### config.mk
export PLATFORM = sky130hd
export DESIGN_NAME = emb_bus_cfg
export DESIGN_NICKNAME = d
export VERILOG_FILES = /design/src/emb_pkg.sv /design/src/emb_wait_if.sv /design/src/emb_wait_ctr.sv /design/src/emb_bus_cfg.sv
export SDC_FILE = /design/constraint.sdc
export NUM_CORES = 1
export LEC_CHECK = 0
export BUFFER_PORTS_ARGS = -buffer_cell sky130_fd_sc_hd__buf_2
export CAP_MARGIN = 10
export CORE_UTILIZATION = 40
export CTS_BUF_LIST = sky130_fd_sc_hd__clkbuf_4
export CTS_CLUSTER_DIAMETER = 40
export DETAILED_ROUTE_END_ITERATION = 10
export REMOVE_ABC_BUFFERS = 1
export SYNTH_ARGS = -nofsm -noshare
export SYNTH_HDL_FRONTEND = slang
export SYNTH_SLANG_ARGS = --single-unit
### constraint.sdc
create_clock -name clock -period 4.7 [get_ports clock]
set_input_delay 0.47 -clock clock [delete_from_list [all_inputs] [get_ports clock]]
set_output_delay 0.47 -clock clock [all_outputs]
set_load 0.03 [all_outputs]
### src/emb_pkg.sv
// Constants shared by the external memory bus configuration block.
package emb_pkg;

  // Address width select codes.
  localparam logic [1:0] EMB_ABW_20    = 2'h0;
  localparam logic [1:0] EMB_ABW_16    = 2'h1;
  localparam logic [1:0] EMB_ABW_12    = 2'h2;
  localparam logic [1:0] EMB_ABW_MCU   = 2'h3;

  // Bus control register layout and reset value.
  localparam int         EMB_CTRL_RELEASE_POS = 7;
  localparam int         EMB_CTRL_WAIT_LSB    = 4;
  localparam logic [7:0] EMB_CTRL_RST         = 8'h00;
  localparam logic [7:0] EMB_CTRL_WMASK       = 8'hb0;

  // Pad configuration one: pull-up field position and reset value.
  localparam int         EMB_PAD_PU_LSB = 5;
  localparam logic [2:0] EMB_PAD_PU_RST = 3'h0;

  // Address line masks per address width.
  localparam logic [19:0] EMB_MASK_20 = 20'hfffff;
  localparam logic [19:0] EMB_MASK_16 = 20'h0ffff;
  localparam logic [19:0] EMB_MASK_12 = 20'h00fff;

  // Timing: one wait unit is one instruction cycle.
  localparam int         EMB_CLK_NS     = 50;
  localparam int         EMB_TCY_NS     = 50;
  localparam int         EMB_TCY_CYCLES = (EMB_TCY_NS + EMB_CLK_NS - 1) / EMB_CLK_NS;

  typedef enum logic [2:0] {
    EMB_IDLE = 3'h0,
    EMB_ADDR = 3'h1,
    EMB_DATA = 3'h3,
    EMB_WAIT = 3'h2,
    EMB_SYNC = 3'h6,
    EMB_DONE = 3'h7
  } emb_state_t;

endpackage

### src/emb_wait_if.sv
// Handshake between the bus sequencer and its wait-state counter.
`timescale 1ns/1ps
`default_nettype none
interface emb_wait_if;
  logic       start;
  logic [3:0] cycles;
  logic       done;
  modport seq (output start, output cycles, input done);
  modport ctr (input start, input cycles, output done);
endinterface
`default_nettype wire

### src/emb_wait_ctr.sv
// Wait-state down counter loaded in the data phase of a table operation.
`timescale 1ns/1ps
`default_nettype none
module emb_wait_ctr (
  input  wire logic clock,  // Instruction clock.
  input  wire logic rst_n,  // Asynchronous reset, active low.
  emb_wait_if.ctr   w       // Start, length and done.
);

  logic [3:0] cnt_q;
  logic [3:0] cnt_d;

  always_comb begin
    cnt_d = cnt_q;
    if (w.start) begin
      cnt_d = w.cycles;
    end else if (cnt_q != 4'h0) begin
      cnt_d = cnt_q - 4'h1;
    end
  end

  always_ff @(posedge clock or negedge rst_n) begin
    if (!rst_n) begin
      cnt_q <= 4'h0;
    end else begin
      cnt_q <= cnt_d;
    end
  end

  // Done marks the last wait cycle, or no wait at all.
  assign w.done = (cnt_q <= 4'h1);

endmodule // emb_wait_ctr
`default_nettype wire

### src/emb_bus_cfg.sv
// External multiplexed memory bus: width configuration, address mapping and wait states.
`timescale 1ns/1ps
`default_nettype none
module emb_bus_cfg
  import emb_pkg::*;
#(
  parameter logic [20:0] ONCHIP_BYTES = 21'h020000  // On-chip program memory size.
) (
  input  wire logic        clock,                // Instruction clock, 20 MHz.
  input  wire logic        rst_n,                // Asynchronous reset, active low.
  input  wire logic        data_width_select,    // Strap: 1 = 16-bit data.
  input  wire logic [1:0]  address_width_select, // Strap: address width code.
  input  wire logic        address_shift_enable, // Strap: subtract on-chip size.
  input  wire logic        wait_enable,          // Strap: allow wait states.
  input  wire logic        ctrl_we,              // Bus control register write strobe.
  input  wire logic [7:0]  ctrl_wdata,           // Bus control register write data.
  output logic [7:0]       ctrl_rdata,           // Bus control register contents.
  input  wire logic        byte_select_mode,     // 16-bit byte select mode active.
  input  wire logic        pad_we,               // Pad config one write strobe.
  input  wire logic [7:0]  pad_wdata,            // Pad config one write data.
  output logic             low_data_port_pullup, // Pull-ups on low data port.
  output logic             high_data_port_pullup,// Pull-ups on high data port.
  output logic             control_port_pullup,  // Pull-ups on control port.
  input  wire logic        req_valid,            // Access request.
  output logic             req_ready,            // Request accepted this cycle.
  input  wire logic        req_write,            // 1 = table write.
  input  wire logic [20:0] req_addr,             // Byte address from program counter.
  input  wire logic [15:0] req_wdata,            // Write data.
  output logic             rsp_valid,            // Access finished, one-cycle pulse.
  output logic [15:0]      rsp_rdata,            // Read data.
  output logic [15:0]      ad_out,               // Multiplexed lines output.
  output logic [15:0]      ad_oe_n,              // Multiplexed lines enable, low drives.
  input  wire logic [15:0] ad_in,                // Multiplexed lines input.
  output logic [3:0]       a_hi_out,             // Address-only top lines.
  output logic [3:0]       a_hi_oe_n,            // Top lines enable, low drives.
  output logic [19:0]      bus_owns_line,        // Line taken from port I/O.
  output logic             bus_owns_ctl,         // Control pins taken from port I/O.
  output logic             ale,                  // Address latch enable.
  output logic             oe_n,                 // Output enable, active low.
  output logic             wr_n,                 // Write strobe, active low.
  output logic             ce_n,                 // Chip enable, active low.
  output logic             byte_address_lsb,     // Byte address line.
  output logic             upper_byte_enable_n,  // Upper byte enable.
  output logic             lower_byte_enable_n   // Lower byte enable.
);

  ////////////////////////////////////////////////////////////////////////////////
  // Helpers.

  function automatic logic [19:0] addr_mask(input logic [1:0] abw);
    logic [19:0] m;
    m = 20'h00000;
    if (abw == EMB_ABW_20) begin
      m = EMB_MASK_20;
    end else if (abw == EMB_ABW_16) begin
      m = EMB_MASK_16;
    end else if (abw == EMB_ABW_12) begin
      m = EMB_MASK_12;
    end
    return m;
  endfunction

  // Field 11 -> 0, 10 -> 1, 01 -> 2, 00 -> 3 instruction cycles.
  function automatic logic [1:0] wait_tcy(input logic [1:0] code);
    return ~code;
  endfunction

  ////////////////////////////////////////////////////////////////////////////////
  // Strap capture: taken once after reset and never changed by software.

  logic       cfg_loaded_q, cfg_loaded_d;
  logic       dw16_q, dw16_d;
  logic [1:0] abw_q, abw_d;
  logic       shift_q, shift_d;
  logic       wait_en_q, wait_en_d;

  always_comb begin
    cfg_loaded_d = 1'b1;
    dw16_d       = dw16_q;
    abw_d        = abw_q;
    shift_d      = shift_q;
    wait_en_d    = wait_en_q;
    if (!cfg_loaded_q) begin
      dw16_d    = data_width_select;
      abw_d     = address_width_select;
      shift_d   = address_shift_enable;
      wait_en_d = wait_enable;
    end
  end

  always_ff @(posedge clock or negedge rst_n) begin
    if (!rst_n) begin
      cfg_loaded_q <= 1'b0;
      dw16_q       <= 1'b1;
      abw_q        <= EMB_ABW_MCU;
      shift_q      <= 1'b0;
      wait_en_q    <= 1'b0;
    end else begin
      cfg_loaded_q <= cfg_loaded_d;
      dw16_q       <= dw16_d;
      abw_q        <= abw_d;
      shift_q      <= shift_d;
      wait_en_q    <= wait_en_d;
    end
  end

  ////////////////////////////////////////////////////////////////////////////////
  // Bus control and pad registers.

  logic [7:0] ctrl_q, ctrl_d;
  logic [2:0] pu_q, pu_d;
  logic       mcu_mode;

  assign mcu_mode = (abw_q == EMB_ABW_MCU);

  always_comb begin
    ctrl_d = ctrl_q;
    pu_d   = pu_q;
    if (ctrl_we && !mcu_mode) begin
      ctrl_d = ctrl_wdata & EMB_CTRL_WMASK;
    end
    if (pad_we) begin
      pu_d = pad_wdata[EMB_PAD_PU_LSB +: 3];
    end
  end

  always_ff @(posedge clock or negedge rst_n) begin
    if (!rst_n) begin
      ctrl_q <= EMB_CTRL_RST;
      pu_q   <= EMB_PAD_PU_RST;
    end else begin
      ctrl_q <= ctrl_d;
      pu_q   <= pu_d;
    end
  end

  assign ctrl_rdata            = ctrl_q;
  assign low_data_port_pullup  = pu_q[0];
  assign high_data_port_pullup = pu_q[1];
  assign control_port_pullup   = pu_q[2];

  ////////////////////////////////////////////////////////////////////////////////
  // Pin input synchroniser.

  logic [15:0] ad_s1_q;
  logic [15:0] ad_s2_q;

  always_ff @(posedge clock or negedge rst_n) begin
    if (!rst_n) begin
      ad_s1_q <= 16'h0000;
      ad_s2_q <= 16'h0000;
    end else begin
      ad_s1_q <= ad_in;
      ad_s2_q <= ad_s1_q;
    end
  end

  ////////////////////////////////////////////////////////////////////////////////
  // Address mapping.

  logic [20:0] ext_addr;
  logic        byte_mode21;
  logic [19:0] line_addr;
  logic [19:0] amask;
  logic [15:0] dmask;
  logic [3:0]  wait_cycles;

  assign amask = addr_mask(abw_q);
  // Data lines: low eight, or sixteen limited by the address width.
  assign dmask = dw16_q ? amask[15:0] : 16'h00ff;
  assign ext_addr = shift_q ? (req_addr - ONCHIP_BYTES) : req_addr;
  assign byte_mode21 = (abw_q == EMB_ABW_20) && (!dw16_q || byte_select_mode);
  assign line_addr = byte_mode21 ? ext_addr[20:1] : ext_addr[19:0];
  assign wait_cycles = wait_en_q ?
    4'(wait_tcy(ctrl_q[EMB_CTRL_WAIT_LSB +: 2]) * EMB_TCY_CYCLES) : 4'h0;

  ////////////////////////////////////////////////////////////////////////////////
  // Access sequencer.

  emb_wait_if w ();

  emb_wait_ctr u_wait (
    .clock (clock),
    .rst_n (rst_n),
    .w     (w)
  );

  emb_state_t  st_q, st_d;
  logic        wr_q, wr_d;
  logic [19:0] la_q, la_d;
  logic        ba_q, ba_d;
  logic [15:0] wd_q, wd_d;
  logic [3:0]  wc_q, wc_d;
  logic [15:0] rd_q, rd_d;
  logic        rsp_q, rsp_d;

  assign req_ready = (st_q == EMB_IDLE) && cfg_loaded_q && !mcu_mode;
  assign w.start   = (st_q == EMB_DATA);
  assign w.cycles  = wc_q;

  always_comb begin
    st_d  = st_q;
    wr_d  = wr_q;
    la_d  = la_q;
    ba_d  = ba_q;
    wd_d  = wd_q;
    wc_d  = wc_q;
    rd_d  = rd_q;
    rsp_d = 1'b0;
    case (st_q)
      EMB_IDLE: begin
        if (req_valid && req_ready) begin
          wr_d = req_write;
          la_d = line_addr & amask;
          ba_d = byte_mode21 & ext_addr[0];
          wd_d = req_wdata;
          wc_d = wait_cycles;
          st_d = EMB_ADDR;
        end
      end
      EMB_ADDR: begin
        st_d = EMB_DATA;
      end
      EMB_DATA: begin
        if (wc_q != 4'h0) begin
          st_d = EMB_WAIT;
        end else if (wr_q) begin
          st_d = EMB_DONE;
        end else begin
          st_d = EMB_SYNC;
        end
      end
      EMB_WAIT: begin
        if (w.done) begin
          st_d = wr_q ? EMB_DONE : EMB_SYNC;
        end
      end
      EMB_SYNC: begin
        st_d = EMB_DONE;
      end
      EMB_DONE: begin
        if (!wr_q) begin
          rd_d = ad_s2_q & dmask;
        end
        rsp_d = 1'b1;
        st_d  = EMB_IDLE;
      end
      default: begin
        st_d = EMB_IDLE;
      end
    endcase
  end

  always_ff @(posedge clock or negedge rst_n) begin
    if (!rst_n) begin
      st_q  <= EMB_IDLE;
      wr_q  <= 1'b0;
      la_q  <= 20'h00000;
      ba_q  <= 1'b0;
      wd_q  <= 16'h0000;
      wc_q  <= 4'h0;
      rd_q  <= 16'h0000;
      rsp_q <= 1'b0;
    end else begin
      st_q  <= st_d;
      wr_q  <= wr_d;
      la_q  <= la_d;
      ba_q  <= ba_d;
      wd_q  <= wd_d;
      wc_q  <= wc_d;
      rd_q  <= rd_d;
      rsp_q <= rsp_d;
    end
  end

  assign rsp_valid = rsp_q;
  assign rsp_rdata = rd_q;

  ////////////////////////////////////////////////////////////////////////////////
  // Pin drive, registered from the next state.

  logic [15:0] ad_q, ad_d, adoe_q, adoe_d;
  logic [3:0]  ahi_q, ahi_d, ahioe_q, ahioe_d;
  logic [19:0] own_q, own_d;
  logic        ownc_q, ownc_d;
  logic        ale_q, ale_d, oe_q, oe_d, wrn_q, wrn_d, ce_q, ce_d;
  logic        ba0_q, ba0_d, ub_q, ub_d, lb_q, lb_d;
  logic        active;

  always_comb begin
    active  = (st_d != EMB_IDLE);
    // Release clear keeps the pins on the bus; set frees them between accesses.
    ownc_d  = !mcu_mode && (!ctrl_q[EMB_CTRL_RELEASE_POS] || active);
    own_d   = ownc_d ? amask : 20'h00000;
    ad_d    = 16'h0000;
    adoe_d  = 16'hffff;
    ahi_d   = 4'h0;
    ahioe_d = 4'hf;
    ale_d   = 1'b0;
    oe_d    = 1'b1;
    wrn_d   = 1'b1;
    ce_d    = !active;
    ba0_d   = 1'b0;
    ub_d    = 1'b1;
    lb_d    = 1'b1;
    if (active) begin
      ahi_d   = la_d[19:16];
      ahioe_d = ~amask[19:16];
      ba0_d   = ba_d;
      if (st_d == EMB_ADDR) begin
        ad_d   = la_d[15:0];
        adoe_d = ~amask[15:0];
        ale_d  = 1'b1;
      end else begin
        // Address-only lines keep the address while data lines turn.
        ad_d   = la_d[15:0] & ~dmask;
        adoe_d = ~(amask[15:0] & ~dmask);
        if (wr_d) begin
          ad_d   = ad_d | (dw16_q ? wd_d : {8'h00, wd_d[7:0]}) & dmask;
          adoe_d = adoe_d & ~dmask;
          wrn_d  = (st_d == EMB_DONE);
        end else begin
          oe_d = 1'b0;
        end
        if (dw16_q && byte_select_mode) begin
          ub_d = !ba_d;
          lb_d = ba_d;
        end else begin
          ub_d = 1'b0;
          lb_d = 1'b0;
        end
      end
    end
  end

  always_ff @(posedge clock or negedge rst_n) begin
    if (!rst_n) begin
      ad_q    <= 16'h0000;
      adoe_q  <= 16'hffff;
      ahi_q   <= 4'h0;
      ahioe_q <= 4'hf;
      own_q   <= 20'h00000;
      ownc_q  <= 1'b0;
      ale_q   <= 1'b0;
      oe_q    <= 1'b1;
      wrn_q   <= 1'b1;
      ce_q    <= 1'b1;
      ba0_q   <= 1'b0;
      ub_q    <= 1'b1;
      lb_q    <= 1'b1;
    end else begin
      ad_q    <= ad_d;
      adoe_q  <= adoe_d;
      ahi_q   <= ahi_d;
      ahioe_q <= ahioe_d;
      own_q   <= own_d;
      ownc_q  <= ownc_d;
      ale_q   <= ale_d;
      oe_q    <= oe_d;
      wrn_q   <= wrn_d;
      ce_q    <= ce_d;
      ba0_q   <= ba0_d;
      ub_q    <= ub_d;
      lb_q    <= lb_d;
    end
  end

  assign ad_out              = ad_q;
  assign ad_oe_n             = adoe_q;
  assign a_hi_out            = ahi_q;
  assign a_hi_oe_n           = ahioe_q;
  assign bus_owns_line       = own_q;
  assign bus_owns_ctl        = ownc_q;
  assign ale                 = ale_q;
  assign oe_n                = oe_q;
  assign wr_n                = wrn_q;
  assign ce_n                = ce_q;
  assign byte_address_lsb    = ba0_q;
  assign upper_byte_enable_n = ub_q;
  assign lower_byte_enable_n = lb_q;

endmodule // emb_bus_cfg
`default_nettype wire

==> out/summary.md, run 1 <==
The critical path's slowest cell was sky130_fd_sc_hd__a21boi_2. At the later pin of the worst-skew pair, clock insertion delay measures 0.54 ns. The total clock sinks is 143, and the share of synthesized cell area in and, or, nand and nor gates is 0.148. The nature of the critical path startpoint is a register. The H-tree generated during clock tree synthesis spans 4 levels. By area the synthesized netlist is led by sky130_fd_sc_hd__dfrtp_1, sky130_fd_sc_hd__nand2_1, sky130_fd_sc_hd__dfstp_2.

The multiplexer fraction of the synthesized cell area is 0.0437, and the critical path data arrival time is 3.16 ns. The flip-flop and latch count after synthesis came out at 143. The tools report the maximum number of pins on one net before global-route repair as 106. The remaining max-slew budget at the tightest pin came out at 0.373. The die is 124 microns tall. The commonest cells after synthesis are sky130_fd_sc_hd__dfrtp_1, sky130_fd_sc_hd__nand2_1, sky130_fd_sc_hd__buf_4. TritonCTS built the clock tree. The routability congestion estimate was 0.758; the share of layout cells above drive strength 1 was 0.341. The xor/xnor cell area share of the yosys netlist came out at 0.00439. The cell area after synthesis is 5980 sq um. Of all cell types, the one taking the most synthesized area is sky130_fd_sc_hd__dfrtp_1. The clock passes through at most 2 buffers.

Dividing the detail-routed via count by the number of cells gives 4.98. The detail route stage leaves a number of antenna-violating nets equal to 0. The logs give 2 for the number of hold violations in the final report and -0.00557 ns for the minimum hold slack. Die extent in x: 124 microns. The clock-pin slew reported for the worst setup and hold paths after clock tree synthesis works out to 0.12 ns.

In this run the standard cell core region covers 14500 sq um. The run gives 4346 as the number of global-route vias before repair. The pre-antenna-repair detailed-routing pass consisted of 7 iterations. Global routing finished with a remaining overflow of 0. After synthesis, the largest family of logic cells by area is simple AND/OR/NAND/NOR gates. The synthesized area divided by synthesized cell count is 10.9 sq um. At the pin with the least slew margin, the transition time is 0.940 ns. The largest stage delay on the critical path came out at 0.62 ns.

The kind of capture point of the worst setup path was a register. The worst path needs 2.69 ns of the cycle, external delays included. The analysis attributes to cell leakage a power of 3.58 nW. The post-cts sizing count came out at 0. The cell sitting at the root of the clock tree is a sky130_fd_sc_hd__clkbuf_4. The flow ran to the end, but the final reports show violations. The tightest min-delay check is of the primary input to async pin type. The post-CTS setup buffer count came out at 0. Among all cell types in the netlist, the one instantiated most often is sky130_fd_sc_hd__dfrtp_1. The final HPWL from detailed placement came out at 8.83 mm. For the violation count after the first detailed-route iteration, the log shows 225. Compared with the post-synthesis result, the final layout area differs by 17.9%.

The run gives 6610 sq um as the area after detailed placement. The number of antenna violations at the first check in global routing is 1. The number of buffer and inverter instances along the worst setup path came out at 2. Of all nets on the critical path, the largest fanout is 38. The number of buffers added on ports came out at 162.

The number of clock buffers added by TritonCTS is 17. The logs give 0 ns for the aggregate negative setup slack and 0.247 mV for the maximum ir drop on the vdd rail. In this run, synthesis inferred 0 flip-flops with an integrated enable. The critical path start-end classification was register to register. Traced cell by cell, the critical path runs through nor2_2 -> nand4_1 -> buf_4 -> a21boi_2 -> inv_2 -> a2111o_1.

The peak clock frequency supported by timing was 0.371 GHz. The run gives 0.601 as the sequential area share after synthesis. The share of the clock period used by the worst path is 0.573.

The run gives 178 as the I/O pin count. The cell family contributing the most delay on the critical path is compound AO/OA/AOI/OAI gates. After detailed routing, the number of remaining DRC violations is 0. Summing all non-filler instances in the final layout gives an area of 7050 sq um. In this run the power density over the cells is 619 nW/um^2. Across the run, the number of max-cap violations was 0. STA puts the critical path data required time at 5.17 ns. Setup repair after global routing left no endpoint under its margin.

Total routed wirelength: 13.4 mm. Synthesis handed over a netlist of 551 instances. The checks that failed: negative hold slack.

The run gives 0 as the number of setup violations in the final report. In this run the critical register-to-register path is launched from st_q[0]. For the total number of yosys warnings, the log shows 0.

The synthesized-area fraction occupied by adder cells is 0.00628. Top flip-flop cell by instance count after synthesis: sky130_fd_sc_hd__dfrtp_1. The average wire length per cell after detail routing was 15.2 microns. The die covers 15400 sq um.

The via total after detailed routing came out at 4400. For this run, the post-layout net count is 769. The async set-or-reset flop fraction in the synthesized netlist came out at 1.00. In this run the core area contains 44 standard-cell rows. The number of distinct library cell variants in the gate-level netlist after synthesis is 55, and the global-route total usage across every layer is 0.184.

The fraction of synthesized cell area taken by the top area cell type came out at 0.548. On the final layout, the worst clock skew is 0.00973 ns. The critical path launch point is st_q[0]. Area fraction in compound gates after synthesis: 0.112. The initial cell density of the core is 0.411.

For the final-report max-slew violation count, the log shows 0. First-pass GRT wire length: 22.0 mm.
-- per-stage QoR --
step	utilization	hold WS (ns)	power (mW)	worst slack, ns	cells
after global routing	0.485	0.0232	4.65	1.92	883
final	0.485	-0.00557	4.37	2.01	883
after floorplan	-	0.174	3.06	1.74	486
after CTS	0.485	0.0252	4.42	1.97	882
after detailed placement	0.455	0.335	3.63	1.99	834
after global placement	0.455	0.333	3.58	2.08	834
-- state kept, by name (all words and copies together) (netlist names), 2 cells and up --
| signal | flops |
|---|---|
| la_q | 20 |
| ad_out | 16 |
| ad_s1_q | 16 |
| ad_s2_q | 16 |
| rsp_rdata | 16 |
| wd_q | 16 |
| a_hi_out | 4 |
| u_wait.cnt_q | 4 |
| ad_oe_n | 3 |
| bus_owns_line | 3 |
| ctrl_rdata | 3 |
| pu_q | 3 |
| st_q | 3 |
| abw_q | 2 |
| w.cycles | 2 |
-- cells in the final DEF, fill, tap and decap left out, types with 9 or more instances in the layout --
| cell | n |
|---|---|
| sky130_fd_sc_hd__inv_1 | 9 |
| sky130_fd_sc_hd__and3_1 | 16 |
| sky130_fd_sc_hd__o21ai_0 | 26 |
| sky130_fd_sc_hd__mux2i_1 | 9 |
| sky130_fd_sc_hd__nand2_1 | 113 |
| sky130_fd_sc_hd__dlygate4sd3_1 | 16 |
| sky130_fd_sc_hd__nand3_1 | 22 |
| sky130_fd_sc_hd__a21oi_1 | 22 |
| sky130_fd_sc_hd__buf_2 | 161 |
| sky130_fd_sc_hd__a211oi_1 | 18 |
| sky130_fd_sc_hd__mux2_2 | 12 |
| sky130_fd_sc_hd__nor2_1 | 14 |
| sky130_fd_sc_hd__clkbuf_4 | 18 |
| sky130_fd_sc_hd__dfstp_2 | 12 |
| sky130_fd_sc_hd__dfrtp_1 | 131 |
-- timing repair --
item                                    CTS  global route
hold buffers                             16             0
hold endpoints to repair                 16             0
endpoints found under the setup margin    0             0
-- report_power, final --
part | internal (mW) | total [mW] | switching, mW
sequential | 1.63 | 1.88 | 0.244
combinational | 0.543 | 1.72 | 1.18
clock | 0.319 | 0.767 | 0.448
total | 2.50 | 4.37 | 1.87
-- area by class of cell --
| class | count | area [sq um] |
|---|---|---|
| inverters | 12 | 50.0 |
| fillers | 1394 | 7480 |
| flip-flops and latches | 143 | 3590 |
| repair buffers | 180 | 992 |
| multi-input cells | 331 | 1900 |
| well taps | 184 | 230 |
| clock buffers | 18 | 135 |
| clock inverters | 14 | 144 |
| diodes | 1 | 2.50 |
-- final timing paths --
kind	endpoint	slack [ns]	depth (start not counted)
max	wr_n	2.01	6
min	rsp_rdata[2]	-0.006	1
max reg2reg	wr_n	2.01	6
min reg2reg	ad_s2_q[0]	0.36	0
max in group asynchronous	ce_n	3.55	2
min in group clock	wd_q[11]	0.11	3
-- cells by family (layout without fill, tap and decap cells) --
group | Yosys count | count (layout)
flops | 143 | 143
fa+ha+maj | 3 | 3
simple gates | 195 | 195
other cells | 2 | 7
xor+xnor | 3 | 3
buf+inv | 81 | 224
compound gates | 101 | 101
mux | 23 | 23
-- routing by layer --
metal / global-route usage / up-vias / wire [microns]
li1: - / 2089 / -
met1: 0.233 / 2129 / 5910
met2: 0.298 / 159 / 6500
met3: 0.0481 / 23 / 739
met4: 0.0780 / 0 / 278
met5: 0 / - / 0
(Power assumes the default switching activity.)
==> run 2: changes to the inputs <==
- clock period: 4.7 -> 2.5 ns (I/O delays scaled with it)
==> out/summary.md, run 2 (synthesis gave the netlist of run 1 again) <==
The largest single stage delay on the critical path is 0.73 ns. The required time of the critical path is 2.95 ns, and the register-to-register path setup slack is 0.31 ns. The first global-routing pass estimated 22.6 mm of wire. In the final layout, the multi-input gates occupy 1900 sq um.

The detailed-route vias per instance is 4.84, and the count of nets left with antenna violations after detail routing is 0. Measured along the x axis, the die boundary spans 124 microns. In this run the post-CTS setup repair buffer count came out at 0. Setup repair after global routing left no endpoint under its margin.

Critical path's slowest cell: sky130_fd_sc_hd__nor2_1. The tools report the via total after detailed routing as 4479. The classification of the worst-slack hold path is primary input to register. Counting the fill cells in the layout gives 1379. The worst-case IR drop observed on VDD is 0.425 mV. Summed over all cells, the static leakage comes to 3.79 nW. The clock-pin slew reported for the worst setup and hold paths after clock tree synthesis is 0.11 ns, and the number of buffers added on ports is 162. STA classifies the critical path endpoint as a register.

The number of iterations in the first detailed-routing pass is 6. For this run, design rule violations remaining after detail routing come to 0. In the final timing run, aggregate negative setup slack is 0 ns. The worst setup path is launched from a register. The register with the most flip-flops in the layout has 20 of them. Summing all placed instances gives a cell area of 6700 sq um.

The source of the worst register-to-register timing path was abw_q[1]. The number of H-tree levels is 4. In the final routed layout, each cell accounts on average for 14.9 microns. Leaving out fill and tap cells, the most frequent cells in the layout are sky130_fd_sc_hd__buf_2, sky130_fd_sc_hd__dfrtp_1, sky130_fd_sc_hd__nand2_1. At the end of routability-driven placement, the weighted congestion stood at 0.806.

The share of layout cells above drive strength 1 works out to 0.333. The sequential cells in the finished layout cover a total of 3590 sq um. The signal on the critical path passes through nor2_1 -> nand2_2 -> mux2i_1 -> a211oi_1. CTS saw 143 sinks. For the worst flop-to-flop path, the logic depth is 4. The net count of the finished layout is 812. The tree is rooted in a sky130_fd_sc_hd__clkbuf_4. The share of the clock period used by the worst path was 0.877; the number of buffers created by CTS was 17.

The final critical path time including I/O delays and setup was 2.19 ns. Maximum clock path buffer count: 2. Entering global routing, the biggest net connects 68 pins. For the area of all placed cells without fillers, the log shows 7510 sq um. The run gives 0 as the remaining global-route overflow.

The critical path is of the register to register type. The power density normalized to cell area is 1130 nW/um^2, and the area of the core region is 14500 sq um. Leaving out fill and tap cells, the most frequent cell in the layout is sky130_fd_sc_hd__buf_2.

The tools report the number of standard-cell rows in the floorplan as 44. The actual transition at the worst max-transition pin is 0.920 ns. TritonCTS built the clock tree. The number of max-cap violations was 0; the total routed wirelength was 13.8 mm.

The critical path starts at abw_q[1]. After the first detailed-routing iteration, the DRC count stood at 174. Pin placement for this block handled 178 I/O pins. The flow ran to the end, and the final reports show no timing, DRC or antenna violations. The die area came out at 15400 sq um. The number of global-route vias before repair is 4402. The peak clock frequency supported by timing was 0.456 GHz. The tools report the global-route total usage across every layer as 0.187. Layout overhead on the synthesized area: 25.7%.

The tools report the number of setup violations in the final report as 0. The initial cell density of the core was 0.411; the worst setup skew after layout was 0.0140 ns. The number of antenna violations at the first check in global routing was 1; the clock latency on the worst-skew pair was 0.55 ns. The peak fanout along the critical path came out at 14. More flip-flops sit in one register than any other, and that register is la_q.

Summing internal, switching and leakage power gives 8.51 mW. The endpoint of the most critical setup path is ad_out[1]. The final HPWL from detailed placement came out at 9.16 mm. The remaining max-slew budget at the tightest pin is 0.385. From bottom edge to top edge, the die measures 124 microns. The critical path data arrival time is 2.64 ns, and the final-report max-slew violation count is 0. The reg-to-reg endpoint is ad_out[1]. The number of hold violations in the final report was 0.
[run 2: cell types whose count changed in the layout (fill, tap and decap cells not counted)]
cell,delta
sky130_fd_sc_hd__bufinv_16,+2
sky130_fd_sc_hd__clkinv_1,+1
sky130_fd_sc_hd__clkinv_4,-1
sky130_fd_sc_hd__clkbuf_4,+3
sky130_fd_sc_hd__dlygate4sd3_1,+33
sky130_fd_sc_hd__buf_4,+9
sky130_fd_sc_hd__clkinv_2,-2
sky130_fd_sc_hd__clkinvlp_4,-2
sky130_fd_sc_hd__buf_12,+1
sky130_fd_sc_hd__inv_6,-1
[run 2: area by class of cell]
class / instances / area share
Multi-Input combinational cell: 331 / 0.253
Sequential cell: 143 / 0.478
Clock buffer: 21 / 0.0210
Inverter: 12 / 0.00666
Tap cell: 184 / 0.0306
Antenna cell: 1 / 0.000333
Timing Repair Buffer: 223 / 0.188
Clock inverter: 11 / 0.0220
[run 2: metal layers]
| layer | track usage | part of all wire |
|---|---|---|
| met1 | 0.235 | 0.44 |
| met2 | 0.311 | 0.50 |
| met3 | 0.0438 | 0.045 |
| met4 | 0.0773 | 0.017 |
| met5 | 0 | 0 |
[run 2: worst min path at each step]
stage / from / to / slack (ns) / cells after the start
2_1_floorplan: rst_n / a_hi_out[0] / -0.05 / 0
3_3_place_gp: rst_n / rsp_rdata[2] / 0.28 / 1
3_5_place_dp: rst_n / rsp_rdata[6] / 0.30 / 1
4_1_cts: req_addr[4] / la_q[3] / 0.01 / 3
5_1_grt: req_addr[3] / la_q[2] / 0.03 / 3
6_report: req_addr[2] / la_q[1] / 0.05 / 3
[run 2: timing repair]
item | in CTS | in global routing
hold buffers | 49 | 0
hold endpoints to repair | 110 | 0
gates resized for setup | 0 | 0
setup endpoints to repair | 0 | 0
[run 2: report_power, final]
group / leakage [nW] / internal, mW / switching, mW / total (mW)
registers: 1.76 / 3.07 / 0.462 / 3.53
logic: 1.87 / 1.10 / 2.23 / 3.34
clock network: 0.167 / 0.832 / 0.811 / 1.64
total: 3.79 / 5.00 / 3.51 / 8.51
[run 2: worst max-delay path: cells and delay by family, from the launching register on]
kind / cells / cell delay, ns
simple gates: 2 / 1.12
flops: 1 / 0.45
compound gates: 1 / 0.30
mux: 1 / 0.22
[run 2: per-stage QoR]
step,cells,utilization,hold WS (ns),setup slack [ns]
after floorplan,486,-,-0.0456,-0.458
after global placement,844,0.461,0.279,0.427
after detailed placement,844,0.461,0.297,0.296
after CTS,925,0.517,0.0112,0.280
after global routing,926,0.517,0.0314,0.148
final,926,0.517,0.0508,0.307
